**src/core/pwmpdp_map.vh**
```
// Register offsets, field positions and reset values of the PWM front end
`ifndef PWMPDP_MAP_VH
`define PWMPDP_MAP_VH
`define PWMPDP_CLKCTL_ADDR   8'h8E
`define PWMPDP_CH4H_ADDR     8'hC4
`define PWMPDP_CH5H_ADDR     8'hC5
`define PWMPDP_CH4L_ADDR     8'hCC
`define PWMPDP_CH5L_ADDR     8'hCD
`define PWMPDP_PERH_ADDR     8'hD1
`define PWMPDP_CH0H_ADDR     8'hD2
`define PWMPDP_CH1H_ADDR     8'hD3
`define PWMPDP_CH2H_ADDR     8'hD4
`define PWMPDP_CH3H_ADDR     8'hD5
`define PWMPDP_CTL0_ADDR     8'hD8
`define PWMPDP_PERL_ADDR     8'hD9
`define PWMPDP_CH0L_ADDR     8'hDA
`define PWMPDP_CH1L_ADDR     8'hDB
`define PWMPDP_CH2L_ADDR     8'hDC
`define PWMPDP_CH3L_ADDR     8'hDD
`define PWMPDP_MODE_ADDR     8'hDF
`define PWMPDP_SRC_BIT       6
`define PWMPDP_GROUP_BIT     5
`define PWMPDP_RUN_BIT       7
`define PWMPDP_LOAD_BIT      6
`define PWMPDP_CLR_BIT       4
`define PWMPDP_DIV_MSB       2
`define PWMPDP_DIV_LSB       0
`define PWMPDP_CLKCTL_MASK   8'h5A
`define PWMPDP_CTL0_MASK     8'hB0
`define PWMPDP_RESET_BYTE    8'h00
`define PWMPDP_RESET_WORD    16'h0000
`endif

```
**src/core/pwmpdp_duty_mem.v**
```verilog
// Storage for the six written duty values, two bytes each, with registered read port
`timescale 1ns/100ps
`default_nettype none
module pwmpdp_duty_mem (
	input  wire        ref_clk,
	input  wire        nrst,
	input  wire        wr_en,
	input  wire [3:0]  wr_idx,
	input  wire [7:0]  wr_data,
	input  wire [3:0]  rd_idx,
	output reg  [7:0]  rd_data,
	output wire [95:0] duty_flat
);
`include "pwmpdp_map.vh"
	reg [7:0] mem_reg [0:11];
	integer i;
	genvar g;
	always @(posedge ref_clk or negedge nrst) begin
		if (!nrst) begin
			for (i = 0; i < 12; i = i + 1) begin
				mem_reg[i] <= `PWMPDP_RESET_BYTE;
			end
			rd_data <= `PWMPDP_RESET_BYTE;
		end else begin
			// Writes land even in group mode so they apply once it is cleared
			if (wr_en && wr_idx < 4'hC) begin
				mem_reg[wr_idx] <= wr_data;
			end
			rd_data <= (rd_idx < 4'hC) ? mem_reg[rd_idx] : `PWMPDP_RESET_BYTE;
		end
	end
	// Index 2n is the low byte of channel n, 2n+1 its high byte
	generate
		for (g = 0; g < 6; g = g + 1) begin : flat_g
			assign duty_flat[16*g+15:16*g] = {mem_reg[2*g+1], mem_reg[2*g]};
		end
	endgenerate
endmodule
`default_nettype wire

```
**src/core/pwmpdp_top.v**
```verilog
// Register front end, prescaler, period counter and six edge-aligned generators
`timescale 1ns/100ps
`default_nettype none
module pwmpdp_top (
	input  wire       ref_clk,
	input  wire       nrst,
	input  wire       sfr_wr,
	input  wire       sfr_rd,
	input  wire [7:0] sfr_addr,
	input  wire [7:0] sfr_wdata,
	input  wire       sfr_page1,
	input  wire       timer1_overflow,
	output reg  [7:0] sfr_rdata,
	output reg        sfr_hit,
	output reg        prescale_tick,
	output reg        reload_request,
	output reg  [5:0] generator_out
);
`include "pwmpdp_map.vh"
	localparam [3:0] ST_IDLE = 4'b0001;
	localparam [3:0] ST_RUN  = 4'b0010;
	localparam [3:0] ST_WRAP = 4'b0100;
	localparam [3:0] ST_CLR  = 4'b1000;

	reg  [7:0]  clock_source_control_reg;
	reg  [7:0]  waveform_mode_control_reg;
	reg  [7:0]  run_control_reg;
	reg  [15:0] period_value_reg;
	reg  [15:0] period_active_reg;
	reg  [95:0] duty_active_reg;
	reg  [15:0] count_reg;
	reg  [15:0] count_next;
	reg  [6:0]  div_count_reg;
	reg  [3:0]  state_reg;
	reg  [3:0]  state_next;
	reg         rd_pend_reg;
	reg         rd_mem_reg;
	reg  [7:0]  rd_direct_reg;
	reg  [5:0]  gen_next;
	integer     k;

	wire        clock_source_select   = clock_source_control_reg[`PWMPDP_SRC_BIT];
	wire        group_duty_mode       = waveform_mode_control_reg[`PWMPDP_GROUP_BIT];
	wire [2:0]  clock_prescale_select = waveform_mode_control_reg[`PWMPDP_DIV_MSB:`PWMPDP_DIV_LSB];
	wire        run_enable            = run_control_reg[`PWMPDP_RUN_BIT];
	wire        clear_request         = run_control_reg[`PWMPDP_CLR_BIT];
	wire [95:0] duty_flat;
	wire [7:0]  mem_rdata;

	// Maps a bus address on the current page to a duty byte index; 4'hF means no duty byte
	function [3:0] duty_index;
		input [7:0] addr;
		input       page1;
		begin
			duty_index = 4'hF;
			if (page1 && addr == `PWMPDP_CH4L_ADDR) begin
				duty_index = 4'h8;
			end else if (page1 && addr == `PWMPDP_CH4H_ADDR) begin
				duty_index = 4'h9;
			end else if (page1 && addr == `PWMPDP_CH5L_ADDR) begin
				duty_index = 4'hA;
			end else if (page1 && addr == `PWMPDP_CH5H_ADDR) begin
				duty_index = 4'hB;
			end else if (!page1 && addr == `PWMPDP_CH0L_ADDR) begin
				duty_index = 4'h0;
			end else if (!page1 && addr == `PWMPDP_CH0H_ADDR) begin
				duty_index = 4'h1;
			end else if (!page1 && addr == `PWMPDP_CH1L_ADDR) begin
				duty_index = 4'h2;
			end else if (!page1 && addr == `PWMPDP_CH1H_ADDR) begin
				duty_index = 4'h3;
			end else if (!page1 && addr == `PWMPDP_CH2L_ADDR) begin
				duty_index = 4'h4;
			end else if (!page1 && addr == `PWMPDP_CH2H_ADDR) begin
				duty_index = 4'h5;
			end else if (!page1 && addr == `PWMPDP_CH3L_ADDR) begin
				duty_index = 4'h6;
			end else if (!page1 && addr == `PWMPDP_CH3H_ADDR) begin
				duty_index = 4'h7;
			end
		end
	endfunction

	// Selects the compare value for one channel, honouring group mode
	function [15:0] pick_duty;
		input [95:0] duty;
		input [2:0]  ch;
		input        grp;
		begin
			if (grp) begin
				pick_duty = ch[0] ? duty[31:16] : duty[15:0];
			end else begin
				case (ch)
					3'd0:    pick_duty = duty[15:0];
					3'd1:    pick_duty = duty[31:16];
					3'd2:    pick_duty = duty[47:32];
					3'd3:    pick_duty = duty[63:48];
					3'd4:    pick_duty = duty[79:64];
					default: pick_duty = duty[95:80];
				endcase
			end
		end
	endfunction

	wire [3:0] wr_idx  = duty_index(sfr_addr, sfr_page1);
	wire       dir_wr  = sfr_wr && !sfr_page1;

	pwmpdp_duty_mem pwmpdp_duty_mem_i (
		.ref_clk   (ref_clk),
		.nrst      (nrst),
		.wr_en     (sfr_wr && wr_idx != 4'hF),
		.wr_idx    (wr_idx),
		.wr_data   (sfr_wdata),
		.rd_idx    (wr_idx),
		.rd_data   (mem_rdata),
		.duty_flat (duty_flat)
	);

	// Prescale code to counter mask: code n divides by 2 to the n
	function [6:0] prescale_mask;
		input [2:0] code;
		begin
			case (code)
				3'h0:    prescale_mask = 7'h00;
				3'h1:    prescale_mask = 7'h01;
				3'h2:    prescale_mask = 7'h03;
				3'h3:    prescale_mask = 7'h07;
				3'h4:    prescale_mask = 7'h0F;
				3'h5:    prescale_mask = 7'h1F;
				3'h6:    prescale_mask = 7'h3F;
				default: prescale_mask = 7'h7F;
			endcase
		end
	endfunction

	// Prescaler: the source event is every system clock or every timer 1 overflow
	wire       src_event = clock_source_select ? timer1_overflow : 1'b1;
	wire [6:0] div_mask  = prescale_mask(clock_prescale_select);
	wire       div_wrap  = (div_count_reg & div_mask) == div_mask;
	wire       tick_now  = run_enable && src_event && div_wrap;

	always @(posedge ref_clk or negedge nrst) begin
		if (!nrst) begin
			div_count_reg <= 7'h00;
		end else if (!run_enable) begin
			div_count_reg <= 7'h00;
		end else if (src_event) begin
			div_count_reg <= div_wrap ? 7'h00 : div_count_reg + 7'h01;
		end
	end

	// Counter control
	wire period_end = tick_now && count_reg >= period_active_reg;
	always @* begin
		state_next = state_reg;
		count_next = count_reg;
		case (state_reg)
			ST_IDLE: begin
				if (clear_request) begin
					state_next = ST_CLR;
				end else if (run_enable) begin
					state_next = ST_RUN;
				end
			end
			ST_RUN: begin
				if (clear_request) begin
					state_next = ST_CLR;
				end else if (!run_enable) begin
					state_next = ST_IDLE;
				end else if (period_end) begin
					state_next = ST_WRAP;
					count_next = `PWMPDP_RESET_WORD;
				end else if (tick_now) begin
					count_next = count_reg + 16'h0001;
				end
			end
			ST_WRAP: begin
				state_next = run_enable ? ST_RUN : ST_IDLE;
				if (tick_now) begin
					count_next = count_reg + 16'h0001;
				end
			end
			// Clear parks the counter at zero; a later run resumes from there
			ST_CLR: begin
				count_next = `PWMPDP_RESET_WORD;
				state_next = ST_IDLE;
			end
			default: begin
				count_next = `PWMPDP_RESET_WORD;
				state_next = ST_IDLE;
			end
		endcase
	end

	// Software-visible configuration registers
	always @(posedge ref_clk or negedge nrst) begin
		if (!nrst) begin
			clock_source_control_reg  <= `PWMPDP_RESET_BYTE;
			waveform_mode_control_reg <= `PWMPDP_RESET_BYTE;
		end else begin
			if (dir_wr && sfr_addr == `PWMPDP_CLKCTL_ADDR) begin
				clock_source_control_reg <= sfr_wdata & `PWMPDP_CLKCTL_MASK;
			end
			if (dir_wr && sfr_addr == `PWMPDP_MODE_ADDR) begin
				waveform_mode_control_reg <= sfr_wdata;
			end
		end
	end

	// Period bytes are independent; with no byte latch either order of writes works
	always @(posedge ref_clk or negedge nrst) begin
		if (!nrst) begin
			period_value_reg <= `PWMPDP_RESET_WORD;
		end else begin
			if (dir_wr && sfr_addr == `PWMPDP_PERL_ADDR) begin
				period_value_reg[7:0] <= sfr_wdata;
			end
			if (dir_wr && sfr_addr == `PWMPDP_PERH_ADDR) begin
				period_value_reg[15:8] <= sfr_wdata;
			end
		end
	end

	// Control 0: a software set of load or clear wins over the hardware clear in the same cycle
	wire        ctl0_wr   = dir_wr && sfr_addr == `PWMPDP_CTL0_ADDR;
	wire        load_set  = ctl0_wr && sfr_wdata[`PWMPDP_LOAD_BIT];
	wire        clr_set   = ctl0_wr && sfr_wdata[`PWMPDP_CLR_BIT];
	wire        load_done = state_reg == ST_WRAP && run_control_reg[`PWMPDP_LOAD_BIT];
	wire        clr_done  = state_reg == ST_CLR;
	always @(posedge ref_clk or negedge nrst) begin
		if (!nrst) begin
			run_control_reg <= `PWMPDP_RESET_BYTE;
		end else begin
			if (ctl0_wr) begin
				run_control_reg <= sfr_wdata & `PWMPDP_CTL0_MASK;
			end
			if (load_set) begin
				run_control_reg[`PWMPDP_LOAD_BIT] <= 1'b1;
			end else if (load_done) begin
				run_control_reg[`PWMPDP_LOAD_BIT] <= 1'b0;
			end else begin
				run_control_reg[`PWMPDP_LOAD_BIT] <= run_control_reg[`PWMPDP_LOAD_BIT];
			end
			if (clr_set) begin
				run_control_reg[`PWMPDP_CLR_BIT] <= 1'b1;
			end else if (clr_done) begin
				run_control_reg[`PWMPDP_CLR_BIT] <= 1'b0;
			end else begin
				run_control_reg[`PWMPDP_CLR_BIT] <= run_control_reg[`PWMPDP_CLR_BIT];
			end
		end
	end

	// Shadow copies only change at a completed period, so a half-written value never shows
	always @(posedge ref_clk or negedge nrst) begin
		if (!nrst) begin
			period_active_reg <= `PWMPDP_RESET_WORD;
			duty_active_reg   <= 96'h0;
		end else if (load_done) begin
			period_active_reg <= period_value_reg;
			duty_active_reg   <= duty_flat;
		end
	end

	// Counter, tick and generator outputs
	always @(posedge ref_clk or negedge nrst) begin
		if (!nrst) begin
			count_reg      <= `PWMPDP_RESET_WORD;
			state_reg      <= ST_IDLE;
			generator_out  <= 6'h00;
			prescale_tick  <= 1'b0;
			reload_request <= 1'b0;
		end else begin
			state_reg      <= state_next;
			count_reg      <= count_next;
			prescale_tick  <= tick_now;
			reload_request <= run_control_reg[`PWMPDP_LOAD_BIT];
			if (state_reg == ST_IDLE || state_reg == ST_CLR) begin
				generator_out <= 6'h00;
			end else begin
				generator_out <= gen_next;
			end
		end
	end

	// Set at count zero, cleared on duty match
	always @* begin
		for (k = 0; k < 6; k = k + 1) begin
			if (count_next == pick_duty(duty_active_reg, k[2:0], group_duty_mode)) begin
				gen_next[k] = 1'b0;
			end else if (count_next == `PWMPDP_RESET_WORD) begin
				gen_next[k] = 1'b1;
			end else begin
				gen_next[k] = generator_out[k];
			end
		end
	end

	// Read path: one cycle latency so the memory's registered data line up
	always @(posedge ref_clk or negedge nrst) begin
		if (!nrst) begin
			rd_pend_reg   <= 1'b0;
			rd_mem_reg    <= 1'b0;
			rd_direct_reg <= `PWMPDP_RESET_BYTE;
		end else begin
			rd_pend_reg   <= sfr_rd;
			rd_mem_reg    <= wr_idx != 4'hF;
			rd_direct_reg <= `PWMPDP_RESET_BYTE;
			if (!sfr_page1 && sfr_addr == `PWMPDP_CLKCTL_ADDR) begin
				rd_direct_reg <= clock_source_control_reg;
			end else if (!sfr_page1 && sfr_addr == `PWMPDP_MODE_ADDR) begin
				rd_direct_reg <= waveform_mode_control_reg;
			end else if (!sfr_page1 && sfr_addr == `PWMPDP_CTL0_ADDR) begin
				rd_direct_reg <= run_control_reg;
			end else if (!sfr_page1 && sfr_addr == `PWMPDP_PERL_ADDR) begin
				rd_direct_reg <= period_value_reg[7:0];
			end else if (!sfr_page1 && sfr_addr == `PWMPDP_PERH_ADDR) begin
				rd_direct_reg <= period_value_reg[15:8];
			end
		end
	end

	// Read data stand for one cycle with the answer and are zero otherwise
	always @(posedge ref_clk or negedge nrst) begin
		if (!nrst) begin
			sfr_rdata <= `PWMPDP_RESET_BYTE;
			sfr_hit   <= 1'b0;
		end else begin
			sfr_hit   <= rd_pend_reg;
			sfr_rdata <= rd_pend_reg ? (rd_mem_reg ? mem_rdata : rd_direct_reg) : `PWMPDP_RESET_BYTE;
		end
	end
endmodule
`default_nettype wire

```
**config.mk**
```make
export PLATFORM = sky130hd
export DESIGN_NAME = pwmpdp_top
export DESIGN_NICKNAME = d
export VERILOG_FILES = /design/src/core/pwmpdp_duty_mem.v /design/src/core/pwmpdp_top.v
export VERILOG_INCLUDE_DIRS = /design/src /design/src/core
export SDC_FILE = /design/constraint.sdc
export NUM_CORES = 1
export LEC_CHECK = 0
export BUFFER_PORTS_ARGS = -buffer_cell sky130_fd_sc_hd__buf_2
export CAP_MARGIN = 20
export CELL_PAD_IN_SITES_DETAIL_PLACEMENT = 1
export CELL_PAD_IN_SITES_GLOBAL_PLACEMENT = 1
export CORE_ASPECT_RATIO = 1.75
export CORE_UTILIZATION = 40
export DETAILED_ROUTE_END_ITERATION = 7
export PLACE_DENSITY = 0.71
export SLEW_MARGIN = 20
export SYNTH_ARGS = -nofsm -noshare
export SYNTH_HDL_FRONTEND = slang
export SYNTH_SLANG_ARGS = --single-unit
```
**constraint.sdc**
```tcl
create_clock -name ref_clk -period 3.35 [get_ports ref_clk]
set_input_delay 1.005 -clock ref_clk [delete_from_list [all_inputs] [get_ports ref_clk]]
set_output_delay 1.005 -clock ref_clk [all_outputs]
set_load 0.03 [all_outputs]
```
# Yosys cells after proc, flatten, opt, wreduce, memory -nomap -nowiden
# Index checks and enable logic that the tools add are counted.
# totals
reg_bits	302
wordCells	188
# classes
muxes	59
n_addsub	2
eq_ne	38
bitwise_logic	2
n_reduce_logical	45
order_cmp	4
# op_table
op	n
8-bit == test, second input constant	17
16-bit 2-to-1 mux	8
96-bit bitwise mux	1
16-bit == test	6
8-bit 2-to-1 mux	11
4-bit 2-to-1 mux	17
7-bit case mux with 7 select lines	1
16-bit case mux with 3 select lines	1
8-bit binary-select mux with 4-bit select	1
8-bit demux with 4-bit select	1
1-bit logical AND	32
7-bit 2-to-1 mux	3
3-bit nonzero test	6
16-bit by 1-bit adder with 16-bit output, second input constant	1
16-bit greater-or-equal comparator	1
16-bit logical NOT	1
1-bit 2-to-1 mux	12
4-bit case mux with 3 select lines	1
3-bit == test, second input constant	3
4-bit != test, second input constant	2
7-bit by 1-bit adder with 7-bit output, second input constant	1
7-bit AND	1
7-bit == test	1
3-bit by 2-bit == test with 1-bit output, second input constant	2
other kinds (18)	19

# Logic depth before layout (Yosys ltp)
# logic_depth
ltp_word	20
ltp_mapped	15
mapped_depth_nobuf	13

# Modules after synthesis
# Synthesis repeated with hierarchy kept, for this count alone.
# unflattened
cells_unflattened	1350
hier_area_um2	16017.9
# by_module_without_submodules
module	n_inst	seq_area_each_um2	cells_each	area_each_um2
pwmpdp_top	1	4956.0	1061	11427.2
pwmpdp_duty_mem	1	2602.5	289	4590.7

# Least setup slack after synthesis
# Ideal clock, no wire load.
# synth_timing
path_type	input port to flip-flop
startpoint	input port timer1_overflow
endpoint	register generator_out[1]
stages	12
setup_slack_ns	-0.276
n_path_buf	2
arrival_time_ns	3.479
path_cell_list	nand2b_1 > and2_1 > clkbuf_1 > clkbuf_1 > and4_1 > a311oi_1 > nor3b_1 > clkinv_1 > xnor2_1 > o2111ai_1 > a2111oi_0 > a32oi_1
# synth_via
elab_chain_cells	11
# synth_lines
element	line_no	rtl
start: declaration	pwmpdp_top.v:12	input wire timer1_overflow,
1-bit 2-to-1 mux *	pwmpdp_top.v:137	wire src_event = clock_source_select ? timer1_overflow : 1'b1;
1-bit logical AND * (2 in a row)	pwmpdp_top.v:140	wire tick_now = run_enable && src_event && div_wrap;
16-bit 2-to-1 mux / 1-bit logical AND (equally long branches)	pwmpdp_top.v:173, pwmpdp_top.v:179, pwmpdp_top.v:153	
16-bit 2-to-1 mux	pwmpdp_top.v:170	end else if (period_end) begin
16-bit 2-to-1 mux	pwmpdp_top.v:168	end else if (!run_enable) begin
16-bit 2-to-1 mux	pwmpdp_top.v:166	if (clear_request) begin
16-bit case mux with 3 select lines *	pwmpdp_top.v:157	case (state_reg)
named net count_next[11]	pwmpdp_top.v:32	reg [15:0] count_next;
16-bit == test	pwmpdp_top.v:289	if (count_next == pick_duty(duty_active_reg, k[2:0], group_duty_mode)) begin
1-bit 2-to-1 mux	pwmpdp_top.v:289	
6-bit 2-to-1 mux	pwmpdp_top.v:278	if (state_reg == ST_IDLE || state_reg == ST_CLR) begin
end signal: assignment	pwmpdp_top.v:281	generator_out <= gen_next;
end: declaration	pwmpdp_top.v:17	output reg [5:0] generator_out
# The timed path passes the listed nets; every way through them passes the cells marked *.
# A chain may end at the register's enable or synchronous reset.

# Final worst setup path
# layout_timing
startpoint	register count_reg[13]
endpoint	register generator_out[3]
# layout_via
elab_chain_cells	9
# layout_lines
element	line_no	rtl
start: declaration	pwmpdp_top.v:31	reg [15:0] count_reg;
start signal: assignment	pwmpdp_top.v:268	count_reg <= `PWMPDP_RESET_WORD;
start signal: assignment	pwmpdp_top.v:275	count_reg <= count_next;
16-bit by 1-bit adder with 16-bit output / 16-bit greater-or-equal comparator (equally long branches)	pwmpdp_top.v:174, pwmpdp_top.v:180, pwmpdp_top.v:153	
16-bit 2-to-1 mux / 1-bit logical AND (equally long branches)	pwmpdp_top.v:173, pwmpdp_top.v:179, pwmpdp_top.v:153	
16-bit 2-to-1 mux	pwmpdp_top.v:170	
16-bit 2-to-1 mux	pwmpdp_top.v:168	
16-bit 2-to-1 mux	pwmpdp_top.v:166	
16-bit case mux with 3 select lines *	pwmpdp_top.v:157	
16-bit == test	pwmpdp_top.v:289	
1-bit 2-to-1 mux	pwmpdp_top.v:289	
6-bit 2-to-1 mux	pwmpdp_top.v:278	
# Every way passes the cells marked *; elsewhere a longest branch is shown, timed or not.

==> metrics.yaml <==
finish:
  area_growth_pct: 23.3
  fin_nets: 1586
  layout-drive-gt1-share_pct: 38.7
  fillers: 4048
  fin_cells: 2053
  n_antenna_cell: 0
  multiInputGateArea_mm2: 0.00789
  regArea_mm2: 0.00757
  fin_util_pct: 50.2
yosys:
  ys_types: 76
  synth-seq-cells: 302
  avgSynthCellArea_um2: 11.6
  syn_area_mm2: 0.0156
  synthMuxAreaShare_pct: 24.4
  synth_top_family_by_area: "multiplexers"
  netlist_instances: 1347
  synth-compound-area-share_pct: 8.40
  synthSimpleGateAreaFrac_pct: 9.20
  synth-xor-area-share_pct: 5.10
  yosys.area.top_type: "dfrtp_1"
  ys_warn_count: 0
  synth-main-ff-cell: "dfrtp_1"
  synth_top_area_share_pct: 48.2
  ys_seq_area_share_pct: 48.4
  ys_top_cells_by_area: "dfrtp_1 48%, mux2_2 17%, mux2i_1 7.0%"
  synth_nets: 1387
  synth_commonest_cells: "301 x dfrtp_1, 240 x mux2_2, 110 x mux2i_1"
  synth.most_common_cell: "dfrtp_1"
  synthArstFlopShare_pct: 100
  synth-edff-count: 0
  synth_adder_area_share_pct: 1.44
global_route:
  antenna_found_initial: 1
  grt_pass1_vias: 13200
  grt_max_degree: 113
  grt_pass1_wl_um: 84600
  overflow: 0
  track_usage_pct: 29.2
critical_path:
  crit_top_cell: "buf_4"
  path_max_fanout: 8
  path_delay_family: "compound AO/OA/AOI/OAI gates"
  ff2ff_path_depth: 14
  slowest_stage: "nor4_1"
  r2r_start: "count_reg[13]"
  max_stage_delay_ns: 0.49
  worst_ep_required_time_ns: 3.81
  timing.reg2reg.setup_slack_ns: -0.006
  reg2reg_to: "generator_out[3]"
  endpoint_kind: "register"
  cp.arrival_ns: 3.82
  crit_type: "reg -> reg"
  crit_chain: "ha_1, a21oi_2, o21ai_2, a211oi_2, o21ai_4, buf_6, buf_4, buf_4, a311oi_1, o21ai_1, buf_12, xor2_1, nor4_1, a32oi_1"
  cp_num_buf_inv: 4
  start_kind: "register"
place:
  place_inst: 1981
  io_buffers: 38
  dp_hpwl_um: 42100
  globalplace.congestion: 0.946
floorplan:
  core_area_mm2: 0.0384
  rows: 95
  die_area_mm2: 0.0399
  io_pins: 39
  die_h_um: 263
  start_util_pct: 40.7
  die_x_um: 151
clock_tree:
  postCtsHoldBufs: 0
  cts-root-buf: "clkbuf_16"
  clkTransAtPathRegs_ns: 0.07
  clk_latency_ns: 0.60
  htreeDepth: 1
  cts_tree: "yes"
  cts_sinks: 302
  clock_path_buffers: 3
  numCtsBuffers: 29
sta:
  hold_viol_final: 0
  finalCritPeriodShare_pct: 100
  final-setup-viol-count: 1
  fin_hold_ws_ns: 0.350
  fin_ws_ns: -0.00614
  slew-limit-headroom_pct: 47.4
  period_needed_ns: 3.36
  tns_ns: -0.00614
  slew_viol_final: 0
  rsz0062_at_grt: "yes"
  tightest_slew_ns: 0.790
  finClkSkew_ns: 0.0171
  fmax_mhz: 298
power_and_ir_drop:
  leakage_nw: 9.28
  p_total_mw: 8.42
  peakVddDrop_mv: 0.430
  power_density_mw_per_mm2: 437
run:
  max_cap_violations: 0
detailed_routing:
  ant_nets: 0
  routedWlPerCell_um: 27.6
  dr.pass1.iters: 5
  route.detailed.drc: 0
  dr_total_vias: 11900
  first_iter_violations: 575
  vias_per_cell: 5.82
  wl_um: 56600
worst_hold_path:
  hp-class: "in -> async"
run_status:
  status: "complete, but fails checks"
  violations: "setup timing"
==> placed cells by master, fill, tap and decap left out, types with 15 or more instances in the layout <==
cell | synthesis | routed
mux2_2 | 240 | 240
dfrtp_1 | 301 | 297
a21oi_1 | 34 | 30
buf_2 | 6 | 37
buf_4 | 0 | 187
nand3_1 | 28 | 27
nor3_1 | 22 | 19
mux2i_1 | 110 | 110
nand2_1 | 74 | 71
ha_1 | 18 | 15
xor2_1 | 36 | 35
inv_1 | 44 | 41
nor2b_1 | 24 | 24
xnor2_1 | 55 | 55
nor2_1 | 50 | 48
clkbuf_16 | 0 | 29
o21ai_0 | 23 | 20
a211oi_1 | 21 | 20
==> through the flow <==
stage | setup slack (ns) | instance area, um^2
final | -0.00614 | 19300
after global routing | -0.143 | 19300
after CTS | 0.00239 | 19000
after detailed placement | -0.378 | 17800
after global placement | -0.365 | 17800
after floorplan | -0.144 | 15700
==> worst max path at each step <==
stage,startpoint,cells after the start,end
CTS,period_active_reg[1],13,generator_out[1]
finish,count_reg[13],14,generator_out[3]
detailed placement,timer1_overflow,10,generator_out[1]
floorplan,sfr_addr[5],9,pwmpdp_duty_mem_i.duty_flat[72]
global route,period_active_reg[13],15,generator_out[3]
global placement,timer1_overflow,10,generator_out[4]
==> logic make-up after synthesis <==
family / count (synthesis)
compound gates: 179
xor+xnor: 91
buf+inv: 127
simple gates: 280
fa+ha+maj: 18
mux: 350
flops: 302
==> power by group <==
group          switching [mW]  internal, mW  total, mW
sequential             0.0678          3.71       3.78
combinational           0.533         0.405      0.937
clock                    1.54          2.17       3.70
==> what timing repair did <==
item / 4_1_cts / 5_1_grt
gates cloned: 0 / 1
setup endpoints to repair: 6 / 6
pin swaps: 12 / 19
setup buffers: 9 / 9
gates resized for setup: 28 / 36
==> layout make-up <==
class / instances / share of cell area (%)
clock buffer: 36 / 4.16
sequential: 302 / 39.3
tap: 485 / 3.15
timing repair buffer: 246 / 10.2
multi-input combinational: 918 / 40.9
clock inverter: 17 / 1.36
inverter: 49 / 0.955
==> routing by layer <==
| layer | wire (um) | track usage, % |
|---|---|---|
| met2 | 29900 | 51.7 |
| met1 | 19600 | 30.5 |
| met3 | 1750 | 3.38 |
| met5 | 13 | 0 |
| met4 | 5260 | 23.2 |
Power figures use the tool's default switching activity.
